File: config.mk
export PLATFORM = sky130hd
export DESIGN_NAME = rtx_exec
export DESIGN_NICKNAME = d
export VERILOG_FILES = /design/src/shared/rtx_pkg.sv /design/src/rtl/rtx_exec.sv
export SDC_FILE = /design/constraint.sdc
export NUM_CORES = 1
export LEC_CHECK = 0
export ABC_AREA = 1
export BUFFER_PORTS_ARGS = -buffer_cell sky130_fd_sc_hd__buf_2
export CORE_MARGIN = 4
export CORE_UTILIZATION = 56
export DETAILED_ROUTE_END_ITERATION = 6
export PLACE_DENSITY = 0.82
export SLEW_MARGIN = 20
export SYNTH_ARGS = -nofsm -noshare
export SYNTH_HDL_FRONTEND = slang
export SYNTH_SLANG_ARGS = --single-unit
export TNS_END_PERCENT = 100
File: constraint.sdc
create_clock -name clk_in -period 2.1 [get_ports clk_in]
set_input_delay 0.315 -clock clk_in [delete_from_list [all_inputs] [get_ports clk_in]]
set_output_delay 0.315 -clock clk_in [all_outputs]
set_load 0.01 [all_outputs]
File: src/shared/rtx_pkg.sv
// Constants for the register transfer and RAM address executor.
// Assumes 10-bit instruction words and a 4-bit data path.
package rtx_pkg;
    // ----------------------------------------
    // Fixed opcodes
    // ----------------------------------------
    localparam logic [9:0] OP_COPY_B_TO_ACC = 10'h01E;
    localparam logic [9:0] OP_COPY_ACC_TO_B = 10'h00E;
    localparam logic [9:0] OP_COPY_Y_TO_ACC = 10'h01F;
    localparam logic [9:0] OP_COPY_ACC_TO_Y = 10'h00C;
    localparam logic [9:0] OP_PACK = 10'h01A;
    localparam logic [9:0] OP_UNPACK = 10'h02A;
    localparam logic [9:0] OP_COPY_ACC_TO_D = 10'h029;
    localparam logic [9:0] OP_COPY_D_TO_ACC = 10'h051;
    localparam logic [9:0] OP_COPY_Z_TO_ACC = 10'h053;
    localparam logic [9:0] OP_COPY_X_TO_ACC = 10'h052;
    localparam logic [9:0] OP_READ_STACK = 10'h050;
    localparam logic [9:0] OP_INCREMENT_Y = 10'h013;
    localparam logic [9:0] OP_DECREMENT_Y = 10'h017;
    // ----------------------------------------
    // Opcodes with immediate fields
    // ----------------------------------------
    localparam logic [9:0] MASK_LOAD_XY = 10'h300;
    localparam logic [9:0] OP_LOAD_XY = 10'h300;
    localparam logic [9:0] MASK_LOAD_Z = 10'h3FC;
    localparam logic [9:0] OP_LOAD_Z = 10'h048;
    localparam logic [9:0] MASK_RAM = 10'h3F0;
    localparam logic [9:0] OP_RAM_TO_ACC = 10'h2C0;
    localparam logic [9:0] OP_SWAP = 10'h2D0;
    localparam logic [9:0] OP_SWAP_DEC = 10'h2F0;
    localparam logic [9:0] OP_SWAP_INC = 10'h2E0;
    localparam logic [9:0] OP_ACC_TO_RAM = 10'h2B0;
    // ----------------------------------------
    // Field positions and values
    // ----------------------------------------
    localparam int IMM_X_MSB = 7;
    localparam int IMM_X_LSB = 4;
    localparam int IMM_Y_MSB = 3;
    localparam int IMM_Y_LSB = 0;
    localparam int IMM_Z_MSB = 1;
    localparam int WIDE_HI_MSB = 7;
    localparam int WIDE_HI_LSB = 4;
    localparam int WIDE_LO_MSB = 3;
    localparam int D_MSB = 2;
    localparam logic [3:0] Y_STEP = 4'h1;
    localparam logic [3:0] Y_WRAP_UP = 4'h0;
    localparam logic [3:0] Y_WRAP_DOWN = 4'hF;
    localparam logic [3:0] NIBBLE_RST = 4'h0;
    localparam logic [2:0] D_RST = 3'h0;
    localparam logic [1:0] Z_RST = 2'h0;
    localparam logic [7:0] WIDE_RST = 8'h00;
endpackage

File: src/rtl/rtx_exec.sv
// Executor for register transfer, RAM address and RAM transfer instructions.
// Assumes instructions arrive on the instruction clock, one per valid cycle,
// and the RAM answers combinationally at the pointer address.
//
// Summary of operation
// - Copy B into accumulator
// - Copy accumulator into B
// - Copy Y into accumulator
// - Copy accumulator into Y
// - Pack B high, accumulator low into wide
// - Unpack wide into B and accumulator
// - Accumulator low three bits into D
// - D into accumulator, bit three zero
// - Z into accumulator, upper bits zero
// - Stack level into accumulator, bit three zero
// - Load X and Y from immediates
// - RAM to accumulator, X xor immediate
// - Swap accumulator and RAM, X xor immediate
// - Swap, X xor immediate, decrement Y
// - Swap, X xor immediate, increment Y
// - Accumulator to RAM, X xor immediate
// - Load Z from low two bits
// - Consecutive X/Y loads: only first executes
// - Increment Y, skip next on zero
// - Decrement Y, skip next on fifteen
`timescale 1ns/1ns
module rtx_exec (
    // Clock and reset
    input wire logic clk_in,
    input wire logic rst_n_in,
    // Instruction stream
    input wire logic [9:0] instr_in,
    input wire logic instr_valid_in,
    // Stack level and RAM read data
    input wire logic [2:0] stack_level_in,
    input wire logic [3:0] ram_rdata_in,
    // Register state
    output logic [3:0] acc_out,
    output logic [3:0] b_out,
    output logic [3:0] x_out,
    output logic [3:0] y_out,
    output logic [1:0] z_out,
    output logic [2:0] d_out,
    output logic [7:0] wide_out,
    output logic skip_out,
    // RAM access
    output logic [9:0] ram_pointer_out,
    output logic [3:0] ram_wdata_out,
    output logic ram_we_out
);
    // ----------------------------------------
    // Registers
    // ----------------------------------------
    logic [3:0] acc_reg;
    logic [3:0] b_reg;
    logic [3:0] x_reg;
    logic [3:0] y_reg;
    logic [1:0] z_reg;
    logic [2:0] d_reg;
    logic [7:0] wide_reg;
    logic skip_reg;
    logic prev_lxy_reg;
    logic [3:0] acc_next;
    logic [3:0] b_next;
    logic [3:0] x_next;
    logic [3:0] y_next;
    logic [1:0] z_next;
    logic [2:0] d_next;
    logic [7:0] wide_next;
    logic skip_next;
    logic prev_lxy_next;

    // ----------------------------------------
    // Decode
    // ----------------------------------------
    wire logic copy_b_to_acc = instr_in == rtx_pkg::OP_COPY_B_TO_ACC;
    wire logic copy_acc_to_b = instr_in == rtx_pkg::OP_COPY_ACC_TO_B;
    wire logic copy_y_to_acc = instr_in == rtx_pkg::OP_COPY_Y_TO_ACC;
    wire logic copy_acc_to_y = instr_in == rtx_pkg::OP_COPY_ACC_TO_Y;
    wire logic pack_b_acc_wide = instr_in == rtx_pkg::OP_PACK;
    wire logic unpack_wide_to_b_acc = instr_in == rtx_pkg::OP_UNPACK;
    wire logic copy_acc_to_d = instr_in == rtx_pkg::OP_COPY_ACC_TO_D;
    wire logic copy_d_to_acc = instr_in == rtx_pkg::OP_COPY_D_TO_ACC;
    wire logic copy_z_to_acc = instr_in == rtx_pkg::OP_COPY_Z_TO_ACC;
    wire logic copy_x_to_acc = instr_in == rtx_pkg::OP_COPY_X_TO_ACC;
    wire logic read_stack_level = instr_in == rtx_pkg::OP_READ_STACK;
    wire logic increment_y = instr_in == rtx_pkg::OP_INCREMENT_Y;
    wire logic decrement_y = instr_in == rtx_pkg::OP_DECREMENT_Y;
    wire logic load_x_y_immediate = (instr_in & rtx_pkg::MASK_LOAD_XY) == rtx_pkg::OP_LOAD_XY;
    wire logic load_z_immediate = (instr_in & rtx_pkg::MASK_LOAD_Z) == rtx_pkg::OP_LOAD_Z;
    wire logic [9:0] ram_op = instr_in & rtx_pkg::MASK_RAM;
    wire logic ram_to_acc_xor_x = ram_op == rtx_pkg::OP_RAM_TO_ACC;
    wire logic swap_acc_ram_xor_x = ram_op == rtx_pkg::OP_SWAP;
    wire logic swap_acc_ram_dec_y = ram_op == rtx_pkg::OP_SWAP_DEC;
    wire logic swap_acc_ram_inc_y = ram_op == rtx_pkg::OP_SWAP_INC;
    wire logic acc_to_ram_xor_x = ram_op == rtx_pkg::OP_ACC_TO_RAM;

    // ----------------------------------------
    // Execution control
    // ----------------------------------------
    wire logic lxy_chain = load_x_y_immediate & prev_lxy_reg;
    wire logic exec = instr_valid_in & ~skip_reg & ~lxy_chain;
    wire logic any_swap = swap_acc_ram_xor_x | swap_acc_ram_dec_y | swap_acc_ram_inc_y;
    wire logic ram_read = ram_to_acc_xor_x | any_swap;
    wire logic x_xor = ram_read | acc_to_ram_xor_x;
    wire logic y_up = increment_y | swap_acc_ram_inc_y;
    wire logic y_down = decrement_y | swap_acc_ram_dec_y;
    wire logic [3:0] y_inc = y_reg + rtx_pkg::Y_STEP;
    wire logic [3:0] y_dec = y_reg - rtx_pkg::Y_STEP;
    wire logic [3:0] imm_x = instr_in[rtx_pkg::IMM_X_MSB:rtx_pkg::IMM_X_LSB];
    wire logic [3:0] imm_y = instr_in[rtx_pkg::IMM_Y_MSB:rtx_pkg::IMM_Y_LSB];
    wire logic [1:0] imm_z = instr_in[rtx_pkg::IMM_Z_MSB:rtx_pkg::IMM_Y_LSB];
    wire logic [3:0] wide_hi = wide_reg[rtx_pkg::WIDE_HI_MSB:rtx_pkg::WIDE_HI_LSB];
    wire logic [3:0] wide_lo = wide_reg[rtx_pkg::WIDE_LO_MSB:0];

    // ----------------------------------------
    // Next values
    // ----------------------------------------
    assign acc_next = !exec ? acc_reg :
        copy_b_to_acc ? b_reg :
        copy_y_to_acc ? y_reg :
        copy_x_to_acc ? x_reg :
        unpack_wide_to_b_acc ? wide_lo :
        copy_d_to_acc ? {1'b0, d_reg} :
        copy_z_to_acc ? {2'b00, z_reg} :
        read_stack_level ? {1'b0, stack_level_in} :
        ram_read ? ram_rdata_in :
        acc_reg;
    assign b_next = !exec ? b_reg :
        copy_acc_to_b ? acc_reg :
        unpack_wide_to_b_acc ? wide_hi :
        b_reg;
    assign y_next = !exec ? y_reg :
        load_x_y_immediate ? imm_y :
        copy_acc_to_y ? acc_reg :
        y_up ? y_inc :
        y_down ? y_dec :
        y_reg;
    assign x_next = !exec ? x_reg :
        load_x_y_immediate ? imm_x :
        x_xor ? x_reg ^ imm_y :
        x_reg;
    assign z_next = (exec & load_z_immediate) ? imm_z : z_reg;
    assign d_next = (exec & copy_acc_to_d) ? acc_reg[rtx_pkg::D_MSB:0] : d_reg;
    assign wide_next = (exec & pack_b_acc_wide) ? {b_reg, acc_reg} : wide_reg;
    assign skip_next = !instr_valid_in ? skip_reg :
        exec & ((y_up & (y_inc == rtx_pkg::Y_WRAP_UP)) |
        (y_down & (y_dec == rtx_pkg::Y_WRAP_DOWN)));
    assign prev_lxy_next = instr_valid_in ? load_x_y_immediate : prev_lxy_reg;

    // ----------------------------------------
    // State
    // ----------------------------------------
    always_ff @(posedge clk_in or negedge rst_n_in) begin
        if (!rst_n_in) begin
            acc_reg <= rtx_pkg::NIBBLE_RST;
            b_reg <= rtx_pkg::NIBBLE_RST;
            x_reg <= rtx_pkg::NIBBLE_RST;
            y_reg <= rtx_pkg::NIBBLE_RST;
            z_reg <= rtx_pkg::Z_RST;
            d_reg <= rtx_pkg::D_RST;
            wide_reg <= rtx_pkg::WIDE_RST;
            skip_reg <= 1'b0;
            prev_lxy_reg <= 1'b0;
        end else begin
            acc_reg <= acc_next;
            b_reg <= b_next;
            x_reg <= x_next;
            y_reg <= y_next;
            z_reg <= z_next;
            d_reg <= d_next;
            wide_reg <= wide_next;
            skip_reg <= skip_next;
            prev_lxy_reg <= prev_lxy_next;
        end
    end

    // ----------------------------------------
    // Outputs
    // ----------------------------------------
    assign acc_out = acc_reg;
    assign b_out = b_reg;
    assign x_out = x_reg;
    assign y_out = y_reg;
    assign z_out = z_reg;
    assign d_out = d_reg;
    assign wide_out = wide_reg;
    assign skip_out = skip_reg;
    assign ram_pointer_out = {z_reg, x_reg, y_reg};
    assign ram_wdata_out = acc_reg;
    assign ram_we_out = exec & (any_swap | acc_to_ram_xor_x);
endmodule // rtx_exec

Yosys cells after proc, flatten, opt, wreduce, memory -nomap -nowiden
Cells that the tools add are included.

Bits in registers: 31. Input port bits: 20. Output and inout port bits: 45. Word-level logic and storage cells: 78.

Add/sub/neg operators: 2. Equal/unequal tests: 21. Muxes and demuxes: 16. Bitwise gates (word level): 21. Reductions and logical operators: 9.

Operators by type and width (count): two-way mux 4 bit (16); equality test 10 x 5 -> 1 bit, second input constant (5); equality test 10 x 7 -> 1 bit, second input constant (4); equality test 6 bit, second input constant (5); equality test 10 x 4 -> 1 bit, second input constant (2); equality test 10 x 6 -> 1 bit, second input constant (2); AND 1 bit (10); equality test 8 x 5 -> 1 bit, second input constant (1); OR 1 bit (8); AND reduction 2 bit (4); nonzero test 8 bit (1); adder 4 x 1 -> 4 bit, second input constant (1); equality test 4 bit, second input constant (1); zero test 4 bit (1); nonzero test 2 bit (2); nonzero test 4 bit (1); subtractor 4 x 1 -> 4 bit, second input constant (1); bitwise XOR 4 bit (1); equality test 2 bit, second input constant (1); NOT 1 bit (2).

Longest topological paths before layout
Gate-level depths: netlist of the first run.

Depth in word-level cells: 12. Depth in mapped cells: 15. Gate-level depth less buffers: 15.

Worst setup path after synthesis of the first run
No wires, ideal clock.

Path kind: in2reg. Start point: input instr_in[8]. End point: register acc_reg[1] (netlist: acc_out[1]). Library setup time: 117 ps. Arrival time: 1318 ps. Required time: 1983 ps. Slack: 666 ps. Stages: 15. Path buffers: 0. Cell sequence: nor2_2 nand2_2 inv_2 nand2_2 nor2_4 inv_2 or2_0 nand2_1 nand2_1 nand2_1 nand2_1 nand2_1 nand2_1 nand2_1 nand2_1.

Cells in the longest elaborated chain, start to end: 8. Elaborated cells between the ends (all ways): 27. Those cells by class: eq/ne: 12; mux: 7; bitwise: 6; reduce/logical: 2.

Ends and longest elaborated chain: start, declared (line rtx_exec.sv:32) `input wire logic [9:0] instr_in,`; equality test 10 x 7 -> 1 bit (line rtx_exec.sv:86) `wire logic read_stack_level = instr_in == rtx_pkg::OP_READ_STACK;`; two-way mux 4 bit (line rtx_exec.sv:126) `read_stack_level ? {1'b0, stack_level_in} :`; two-way mux 4 bit (line rtx_exec.sv:125) `copy_z_to_acc ? {2'b00, z_reg} :`; two-way mux 4 bit (line rtx_exec.sv:124) `copy_d_to_acc ? {1'b0, d_reg} :`; two-way mux 4 bit (line rtx_exec.sv:123) `unpack_wide_to_b_acc ? wide_lo :`; two-way mux 4 bit (line rtx_exec.sv:122) `copy_x_to_acc ? x_reg :`; two-way mux 4 bit (line rtx_exec.sv:121) `copy_y_to_acc ? y_reg :`; two-way mux 4 bit (line rtx_exec.sv:120) `copy_b_to_acc ? b_reg :`; end signal, assigned (line rtx_exec.sv:156) `acc_reg <= rtx_pkg::NIBBLE_RST;`; end signal, assigned (line rtx_exec.sv:166) `acc_reg <= acc_next;`; end, declared (line rtx_exec.sv:54) `logic [3:0] acc_reg;`.

Parallel ways exist; a longest one is shown, timed or not. A chain may end at the register's enable or synchronous reset.

Worst setup path after layout of the first run
Start point: register y_reg[0] (netlist: y_out[0]). End point: register skip_reg (netlist: skip_out).

Cells in the longest elaborated chain, start to end: 5. Elaborated cells between the ends (all ways): 8. Those cells by class: add/sub: 2; eq/ne: 1; bitwise: 4; reduce/logical: 1.

Ends and longest elaborated chain: start, declared (line rtx_exec.sv:57) `logic [3:0] y_reg;`; start signal, assigned (line rtx_exec.sv:159) `y_reg <= rtx_pkg::NIBBLE_RST;`; start signal, assigned (line rtx_exec.sv:169) `y_reg <= y_next;`; subtractor 4 x 1 -> 4 bit / adder 4 x 1 -> 4 bit (equally long branches) (line rtx_exec.sv:109, rtx_exec.sv:108); equality test 4 bit / zero test 4 bit (equally long branches) (line rtx_exec.sv:148, rtx_exec.sv:147); AND 1 bit (on tied branches) (line rtx_exec.sv:148, rtx_exec.sv:147); OR 1 bit * (line rtx_exec.sv:147) `exec & ((y_up & (y_inc == rtx_pkg::Y_WRAP_UP)) |`; AND 1 bit * (line rtx_exec.sv:147); end signal, assigned (line rtx_exec.sv:173) `skip_reg <= skip_next;`; end, declared (line rtx_exec.sv:61) `logic skip_reg;`.

Mark *: on every way between the ends. The rest lies on a longest branch, timed or not.

==> metrics.txt, run 1 <==
# TYPE chip_impl_metric gauge
chip_impl_info{name="run_status",value="completed"} 1
chip_impl_metric{name="detailedRoute.firstIterationViolations",unit=""} 234
chip_impl_metric{name="clkSinkCount",unit=""} 31
chip_impl_metric{name="placement.setup.worst_slack",unit="ns"} 0.243
chip_impl_metric{name="grt_pass1_wl",unit="um"} 10500
chip_impl_metric{name="power.share.clock",unit="%"} 24.3
chip_impl_metric{name="cts_post_setup_buffers_inserted",unit=""} 0
chip_impl_metric{name="wl_met3",unit="um"} 541
chip_impl_metric{name="synth_fp_nets",unit=""} 351
chip_impl_info{name="worst_setup_sp_type",value="flip-flop"} 1
chip_impl_metric{name="flow.area_growth_from_synthesis",unit="%"} 15.6
chip_impl_metric{name="placedInstanceArea",unit="um^2"} 2530
chip_impl_metric{name="p_sw_share",unit="%"} 38.7
chip_impl_metric{name="clock_tree.buffer_depth",unit=""} 2
chip_impl_metric{name="h-tree-depth",unit=""} 2
chip_impl_metric{name="congestion_overflow_gr",unit=""} 0
chip_impl_metric{name="yosysSeqAreaShare",unit="%"} 34.3
chip_impl_metric{name="synth_cell_type_count",unit=""} 36
chip_impl_metric{name="detail_route.drc_violations",unit=""} 0
chip_impl_metric{name="portBuffers",unit=""} 64
chip_impl_metric{name="globalRouteTotalUtil",unit="%"} 25.6
chip_impl_info{name="ctsRootBufferMaster",value="clkbuf_8"} 1
chip_impl_info{name="cts_tree",value="done"} 1
chip_impl_info{name="setup_repair_after_global_routing_missed_its_margin",value="no"} 1
chip_impl_metric{name="final.setup.worst_slack",unit="ns"} 0.366
chip_impl_metric{name="cts_repair_resize_count",unit=""} 0
chip_impl_metric{name="clock_latency",unit="ns"} 0.29
chip_impl_metric{name="setup-tns-final",unit="ns"} 0
chip_impl_metric{name="setup_viol",unit=""} 0
chip_impl_metric{name="power.ir.vdd_worst",unit="mV"} 0.493
chip_impl_metric{name="reg2reg_depth",unit=""} 8
chip_impl_metric{name="antenna_found_initial",unit=""} 0
chip_impl_metric{name="worst-path-max-fanout",unit=""} 9
chip_impl_metric{name="routedLengthMet1",unit="um"} 2760
chip_impl_metric{name="fp-row-count",unit=""} 22
chip_impl_metric{name="clk_pin_slew_worst_paths",unit="ns"} 0.07
chip_impl_metric{name="die_w",unit="um"} 71.5
chip_impl_metric{name="detailroute.via_count",unit=""} 2353
chip_impl_metric{name="top_level_ports",unit=""} 65
chip_impl_metric{name="grt_max_degree",unit=""} 32
chip_impl_info{name="holdCritPathClass",value="in2async"} 1
chip_impl_metric{name="largest_register_ff_count",unit=""} 8
chip_impl_metric{name="share_comb_of_total_power",unit="%"} 33.9
chip_impl_metric{name="cp.arrival",unit="ns"} 1.93
chip_impl_metric{name="min_period_over_period",unit="%"} 82.6
chip_impl_metric{name="slew_headroom",unit="%"} 54.3
chip_impl_metric{name="drt_first_pass_iters",unit=""} 4
chip_impl_metric{name="initial_core_util",unit="%"} 59.9
chip_impl_metric{name="async_flop_share",unit="%"} 100
chip_impl_metric{name="vias_in_the_first_global_route",unit=""} 2174
chip_impl_metric{name="cts_hold_repair.buffers",unit=""} 0
chip_impl_metric{name="drt_wl_total",unit="um"} 6170
chip_impl_metric{name="synth_warnings",unit=""} 0
chip_impl_info{name="crit_type",value="reg2reg"} 1
chip_impl_metric{name="netlist_instances",unit=""} 327
chip_impl_metric{name="synth_enable_flop_cells",unit=""} 0
chip_impl_metric{name="route.detailed.wl_per_inst",unit="um"} 14.3
chip_impl_metric{name="fin_skew",unit="ns"} 0.00916
chip_impl_metric{name="die-height",unit="um"} 71.5
chip_impl_metric{name="synth.cell_area",unit="um^2"} 2260
chip_impl_metric{name="cts-buffers-inserted",unit=""} 5
chip_impl_metric{name="synth.ff_latch_count",unit=""} 31
chip_impl_metric{name="timing.final.max_slew_violations",unit=""} 0
chip_impl_metric{name="design_area",unit="um^2"} 2610
chip_impl_metric{name="max-cap-violations",unit=""} 0
chip_impl_metric{name="met2RoutedLength",unit="um"} 2750
chip_impl_info{name="setup.worst_path.end_class",value="flip-flop"} 1
chip_impl_metric{name="fillers",unit=""} 360
chip_impl_metric{name="detail_route.vias_per_cell",unit=""} 5.46
chip_impl_metric{name="power_density",unit="nW/um^2"} 734
chip_impl_metric{name="dp.final_hpwl",unit="um"} 4820
chip_impl_metric{name="finish.net_count",unit=""} 406
chip_impl_metric{name="core-area",unit="um^2"} 3770
chip_impl_metric{name="p_leak",unit="nW"} 1.39
chip_impl_info{name="ys_dominant_reg_cell",value="dfrtp_1"} 1
chip_impl_metric{name="power_report.internal_total",unit="mW"} 1.17
chip_impl_metric{name="fmax_achieved",unit="MHz"} 577
chip_impl_metric{name="syn-mean-instance-area",unit="um^2"} 6.91
chip_impl_info{name="highest_layer",value="met4"} 1
chip_impl_metric{name="gpl.final_weighted_congestion",unit=""} 0.955
chip_impl_metric{name="required",unit="ns"} 2.30
chip_impl_metric{name="final_layout_size_suffix_gt1_share",unit="%"} 26.6
chip_impl_metric{name="ant_nets",unit=""} 0
chip_impl_metric{name="seq_power_share",unit="%"} 41.8
chip_impl_metric{name="diodes",unit=""} 0
chip_impl_metric{name="worst-slew-pin-transition",unit="ns"} 0.686
chip_impl_metric{name="power_switching",unit="mW"} 0.742
chip_impl_metric{name="finalHoldViolCount",unit=""} 0
chip_impl_metric{name="timing.final.crit_period",unit="ns"} 1.73
chip_impl_metric{name="die_area",unit="um^2"} 5120
cell type report:
type / count / area, um^2 / share of cell area, %
clock buffers: 7 / 76.3 / 2.92
well taps: 48 / 60.1 / 2.30
clock inverters: 1 / 5.00 / 0.192
multi-input cells: 232 / 1190 / 45.6
inverters: 47 / 176 / 6.76
flip-flops and latches: 31 / 776 / 29.7
repair buffers: 65 / 328 / 12.6
cells by family after synthesis:
kind of cell    share of synthesized area [%]
simple gates                             30.5
compound gates                           16.6
buf+inv                                  13.0
flops                                    34.3
xor+xnor                                 1.55
mux                                      1.77
fa+ha+maj                                2.21
synth_stat cells, types with 5 or more instances:
| cell type | instances | area [um^2] |
|---|---|---|
| dfrtp_1 | 31 | 776 |
| nor2_1 | 25 | 93.8 |
| nand2_1 | 88 | 330 |
| nand2_2 | 8 | 50.1 |
| inv_2 | 10 | 37.5 |
| nor2_2 | 5 | 31.3 |
| inv_1 | 37 | 139 |
| nand3_1 | 16 | 80.1 |
| o21ai_1 | 7 | 35.0 |
| o21ai_0 | 26 | 130 |
| a21oi_1 | 17 | 85.1 |
| buf_4 | 14 | 105 |
placed cells by master (no fill, tap or decap), types with 5 or more instances in the layout:
cell	count
clkbuf_8	5
nand3_1	16
o21ai_1	7
nand2_2	8
inv_2	10
o21ai_0	26
nand2_1	88
nor2_2	5
inv_1	37
a21oi_1	17
nor2_1	25
dfrtp_1	31
buf_2	64
worst max-delay path, stage by stage (launching register included):
cell and delay, ns:
dfrtp_1 0.49, inv_1 0.13, ha_1 0.23, xnor2_1 0.15, nor2_1 0.11, nand2_1 0.05, o21ai_0 0.31, nand2_1 0.09
o21ai_0 0.09
final timing paths:
| kind | from | end | slack, ns |
|---|---|---|---|
| max | y_out[0]$_DFFE_PN0P_ | skip_out$_DFFE_PN0P_ | 0.37 |
| min | rst_n_in | b_out[3]$_DFFE_PN0P_ | 0.07 |
| max reg2reg | y_out[0]$_DFFE_PN0P_ | skip_out$_DFFE_PN0P_ | 0.37 |
| min reg2reg | wide_out[2]$_DFFE_PN0P_ | wide_out[2]$_DFFE_PN0P_ | 0.51 |
| max in group asynchronous | rst_n_in | z_out[0]$_DFFE_PN0P_ | 1.59 |
| min in group clk_in | instr_valid_in | prev_lxy_reg$_DFFE_PN0P_ | 0.27 |
power by group through the flow:
stage	clock [mW]	sequential, mW	combinational (mW)
6_report	0.466	0.801	0.649
5_1_grt	0.504	0.819	0.727
4_1_cts	0.471	0.798	0.652
3_5_place_dp	0	0.808	0.649
3_3_place_gp	0	0.805	0.643
2_1_floorplan	0	0.810	0.471
through the flow:
stage / power [mW] / util (%) / std cells / hold WS [ns]
6_report: 1.92 / 69.2 / 431 / 0.0656
3_3_place_gp: 1.45 / 67.1 / 423 / 0.402
5_1_grt: 2.05 / 69.2 / 431 / 0.135
4_1_cts: 1.92 / 69.2 / 431 / 0.0986
3_5_place_dp: 1.46 / 67.1 / 423 / 0.408
2_1_floorplan: 1.28 / - / 327 / 0.0194
routing by layer:
metal	up-vias	track usage [%]
li1	1156	-
met1	1063	37.1
met2	118	39.3
met3	16	4.77
met4	0	6.68
met5	-	0
Power figures use the tool's default switching activity.
==> run 2: changes to the inputs <==
Settings changed: CORE_UTILIZATION 56 to 52, PLACE_DENSITY 0.82 to 0.77.
Clock period 2.1 ns to 1.8 ns, I/O delays scaled along.
==> metrics.txt, run 2 (synthesis gave the netlist of run 1 again) <==
# TYPE chip_impl_metric gauge
chip_impl_info{name="run_status",value="completed"} 1
chip_impl_metric{name="globalRouteTotalUtil",unit="%"} 23.6
chip_impl_metric{name="finish.net_count",unit=""} 410
chip_impl_metric{name="design_area",unit="um^2"} 2670
chip_impl_metric{name="p_leak",unit="nW"} 1.42
chip_impl_metric{name="grt_pass1_wl",unit="um"} 10100
chip_impl_metric{name="timing.final.max_slew_violations",unit=""} 0
chip_impl_metric{name="clkSinkCount",unit=""} 31
chip_impl_metric{name="clock_tree.buffer_depth",unit=""} 2
chip_impl_metric{name="detail_route.drc_violations",unit=""} 0
chip_impl_metric{name="die-height",unit="um"} 73.9
chip_impl_metric{name="critical-path-max-stage-delay",unit="ns"} 0.48
chip_impl_metric{name="die_w",unit="um"} 73.9
chip_impl_metric{name="p_sw_share",unit="%"} 37.6
chip_impl_metric{name="core-area",unit="um^2"} 4120
chip_impl_info{name="critical-path-top-delay-family",value="flip-flops"} 1
chip_impl_metric{name="power.ir.vdd_worst",unit="mV"} 0.540
chip_impl_metric{name="congestion_overflow_gr",unit=""} 0
chip_impl_metric{name="seq_power_share",unit="%"} 40.3
chip_impl_info{name="crit_type",value="reg2reg"} 1
chip_impl_metric{name="slew_headroom",unit="%"} 51.6
chip_impl_metric{name="die_area",unit="um^2"} 5460
chip_impl_metric{name="critPathBufInv",unit=""} 1
chip_impl_metric{name="cts-buffers-inserted",unit=""} 5
chip_impl_info{name="worst_setup_sp_type",value="flip-flop"} 1
chip_impl_metric{name="fin_skew",unit="ns"} 0.00717
chip_impl_metric{name="finalHoldViolCount",unit=""} 0
chip_impl_metric{name="initial_core_util",unit="%"} 54.9
chip_impl_metric{name="clk_pin_slew_worst_paths",unit="ns"} 0.07
chip_impl_metric{name="dp.final_hpwl",unit="um"} 4550
chip_impl_info{name="ctsRootBufferMaster",value="clkbuf_8"} 1
chip_impl_metric{name="largest_register_ff_count",unit=""} 8
chip_impl_info{name="final_common_cell",value="nand2_1"} 1
chip_impl_info{name="setup.worst_path.end_class",value="flip-flop"} 1
chip_impl_metric{name="cp.arrival",unit="ns"} 1.71
chip_impl_metric{name="min_period_over_period",unit="%"} 86.2
chip_impl_metric{name="route.detailed.wl_per_inst",unit="um"} 13.5
chip_impl_metric{name="power.share.clock",unit="%"} 26.8
chip_impl_metric{name="placedInstanceArea",unit="um^2"} 2560
chip_impl_metric{name="fillers",unit=""} 374
chip_impl_metric{name="detail_route.vias_per_cell",unit=""} 5.25
chip_impl_metric{name="setup_viol",unit=""} 0
chip_impl_metric{name="detailedRoute.firstIterationViolations",unit=""} 150
chip_impl_metric{name="cts_repair_resize_count",unit=""} 0
chip_impl_metric{name="fp-row-count",unit=""} 23
chip_impl_metric{name="clock_latency",unit="ns"} 0.28
chip_impl_metric{name="ant_nets",unit=""} 0
chip_impl_metric{name="top_level_ports",unit=""} 65
chip_impl_metric{name="area.sequential",unit="um^2"} 777
chip_impl_metric{name="power_report.internal_total",unit="mW"} 1.45
chip_impl_metric{name="portBuffers",unit=""} 64
chip_impl_metric{name="gpl.final_weighted_congestion",unit=""} 0.886
chip_impl_metric{name="final_layout_size_suffix_gt1_share",unit="%"} 28.2
chip_impl_metric{name="vias_in_the_first_global_route",unit=""} 2193
chip_impl_metric{name="worst-slew-pin-transition",unit="ns"} 0.727
chip_impl_metric{name="worst-path-max-fanout",unit=""} 8
chip_impl_metric{name="detailroute.via_count",unit=""} 2295
chip_impl_metric{name="cts_hold_repair.buffers",unit=""} 0
chip_impl_metric{name="fmax_achieved",unit="MHz"} 645
chip_impl_metric{name="power_density",unit="nW/um^2"} 871
chip_impl_info{name="final_cell_mix",value="nand2_1 (88), buf_2 (64), inv_1 (37)"} 1
chip_impl_metric{name="timing.final.crit_period",unit="ns"} 1.55
chip_impl_metric{name="max-cap-violations",unit=""} 0
chip_impl_metric{name="share_comb_of_total_power",unit="%"} 32.9
chip_impl_info{name="cell_with_the_largest_stage_delay_on_the_worst_path",value="dfrtp_1"} 1
chip_impl_metric{name="drt_wl_total",unit="um"} 5920
chip_impl_metric{name="cts_post_setup_buffers_inserted",unit=""} 0
chip_impl_info{name="setup_repair_after_global_routing_missed_its_margin",value="no"} 1
chip_impl_metric{name="drt_first_pass_iters",unit=""} 4
chip_impl_metric{name="diodes",unit=""} 0
chip_impl_metric{name="power_switching",unit="mW"} 0.872
chip_impl_info{name="holdCritPathClass",value="in2async"} 1
chip_impl_metric{name="area_used_by_multi_input_combinational_logic",unit="um^2"} 1190
chip_impl_info{name="cts_tree",value="done"} 1
chip_impl_metric{name="flow.area_growth_from_synthesis",unit="%"} 18.1
chip_impl_metric{name="setup-tns-final",unit="ns"} 0
chip_impl_metric{name="antenna_found_initial",unit=""} 0
chip_impl_info{name="critical_path.cell_chain",value="inv_1, ha_1, xnor2_1, o21ai_0, o221ai_1, a21oi_1"} 1
chip_impl_metric{name="grt_max_degree",unit=""} 32
chip_impl_metric{name="h-tree-depth",unit=""} 2
chip_impl_metric{name="required",unit="ns"} 1.96
run 2: power groups by stage:
stage / Sequential [mW] / Combinational, mW / Clock [mW]
after floorplan: 0.944 / 0.549 / 0
after global placement: 0.944 / 0.747 / 0
after detailed placement: 0.948 / 0.761 / 0
after CTS: 0.935 / 0.770 / 0.635
after global routing: 0.957 / 0.863 / 0.676
final: 0.936 / 0.765 / 0.622
run 2: through the flow:
step / std cells / worst slack [ns] / hold slack [ns] / utilization, % / total power [mW]
after floorplan: 327 / 0.379 / -0.0256 / - / 1.49
after global placement: 429 / 0.103 / 0.364 / 62.3 / 1.69
after detailed placement: 429 / 0.0829 / 0.368 / 62.3 / 1.71
after CTS: 437 / 0.205 / 0.0622 / 64.8 / 2.34
after global routing: 437 / 0.0274 / 0.0845 / 64.8 / 2.50
final: 437 / 0.249 / 0.0321 / 64.8 / 2.32
run 2: worst paths after layout:
kind | startpoint | end | slack, ns | cells after the start
setup reg to reg | y_out[1]$_DFFE_PN0P_ | y_out[2]$_DFFE_PN0P_ | 0.25 | 6
hold / removal | rst_n_in | x_out[1]$_DFFE_PN0P_ | 0.03 | 1
setup / recovery | y_out[1]$_DFFE_PN0P_ | y_out[2]$_DFFE_PN0P_ | 0.25 | 6
min in group clk_in | instr_valid_in | prev_lxy_reg$_DFFE_PN0P_ | 0.20 | 2
hold reg to reg | d_out[1]$_DFFE_PN0P_ | d_out[1]$_DFFE_PN0P_ | 0.51 | 2
max in group asynchronous | rst_n_in | y_out[0]$_DFFE_PN0P_ | 1.25 | 1
run 2: layer usage:
| layer | share of wire, % | track usage, % | wire, um | up-vias |
|---|---|---|---|---|
| met4 | 1.9 | 7.65 | 112 | 0 |
| met3 | 6.8 | 5.47 | 403 | 15 |
| li1 | - | - | - | 1164 |
| met1 | 47 | 32.5 | 2760 | 1031 |
| met5 | 0 | 0 | 0 | - |
| met2 | 45 | 36.7 | 2640 | 85 |
run 2: final cells by class:
cell class,count,share of cell area (%)
multi-input cells,232,44.6
flip-flops and latches,31,29.1
repair buffers,69,13.4
inverters,47,6.61
clock buffers,7,3.61
well taps,50,2.35
clock inverters,1,0.281
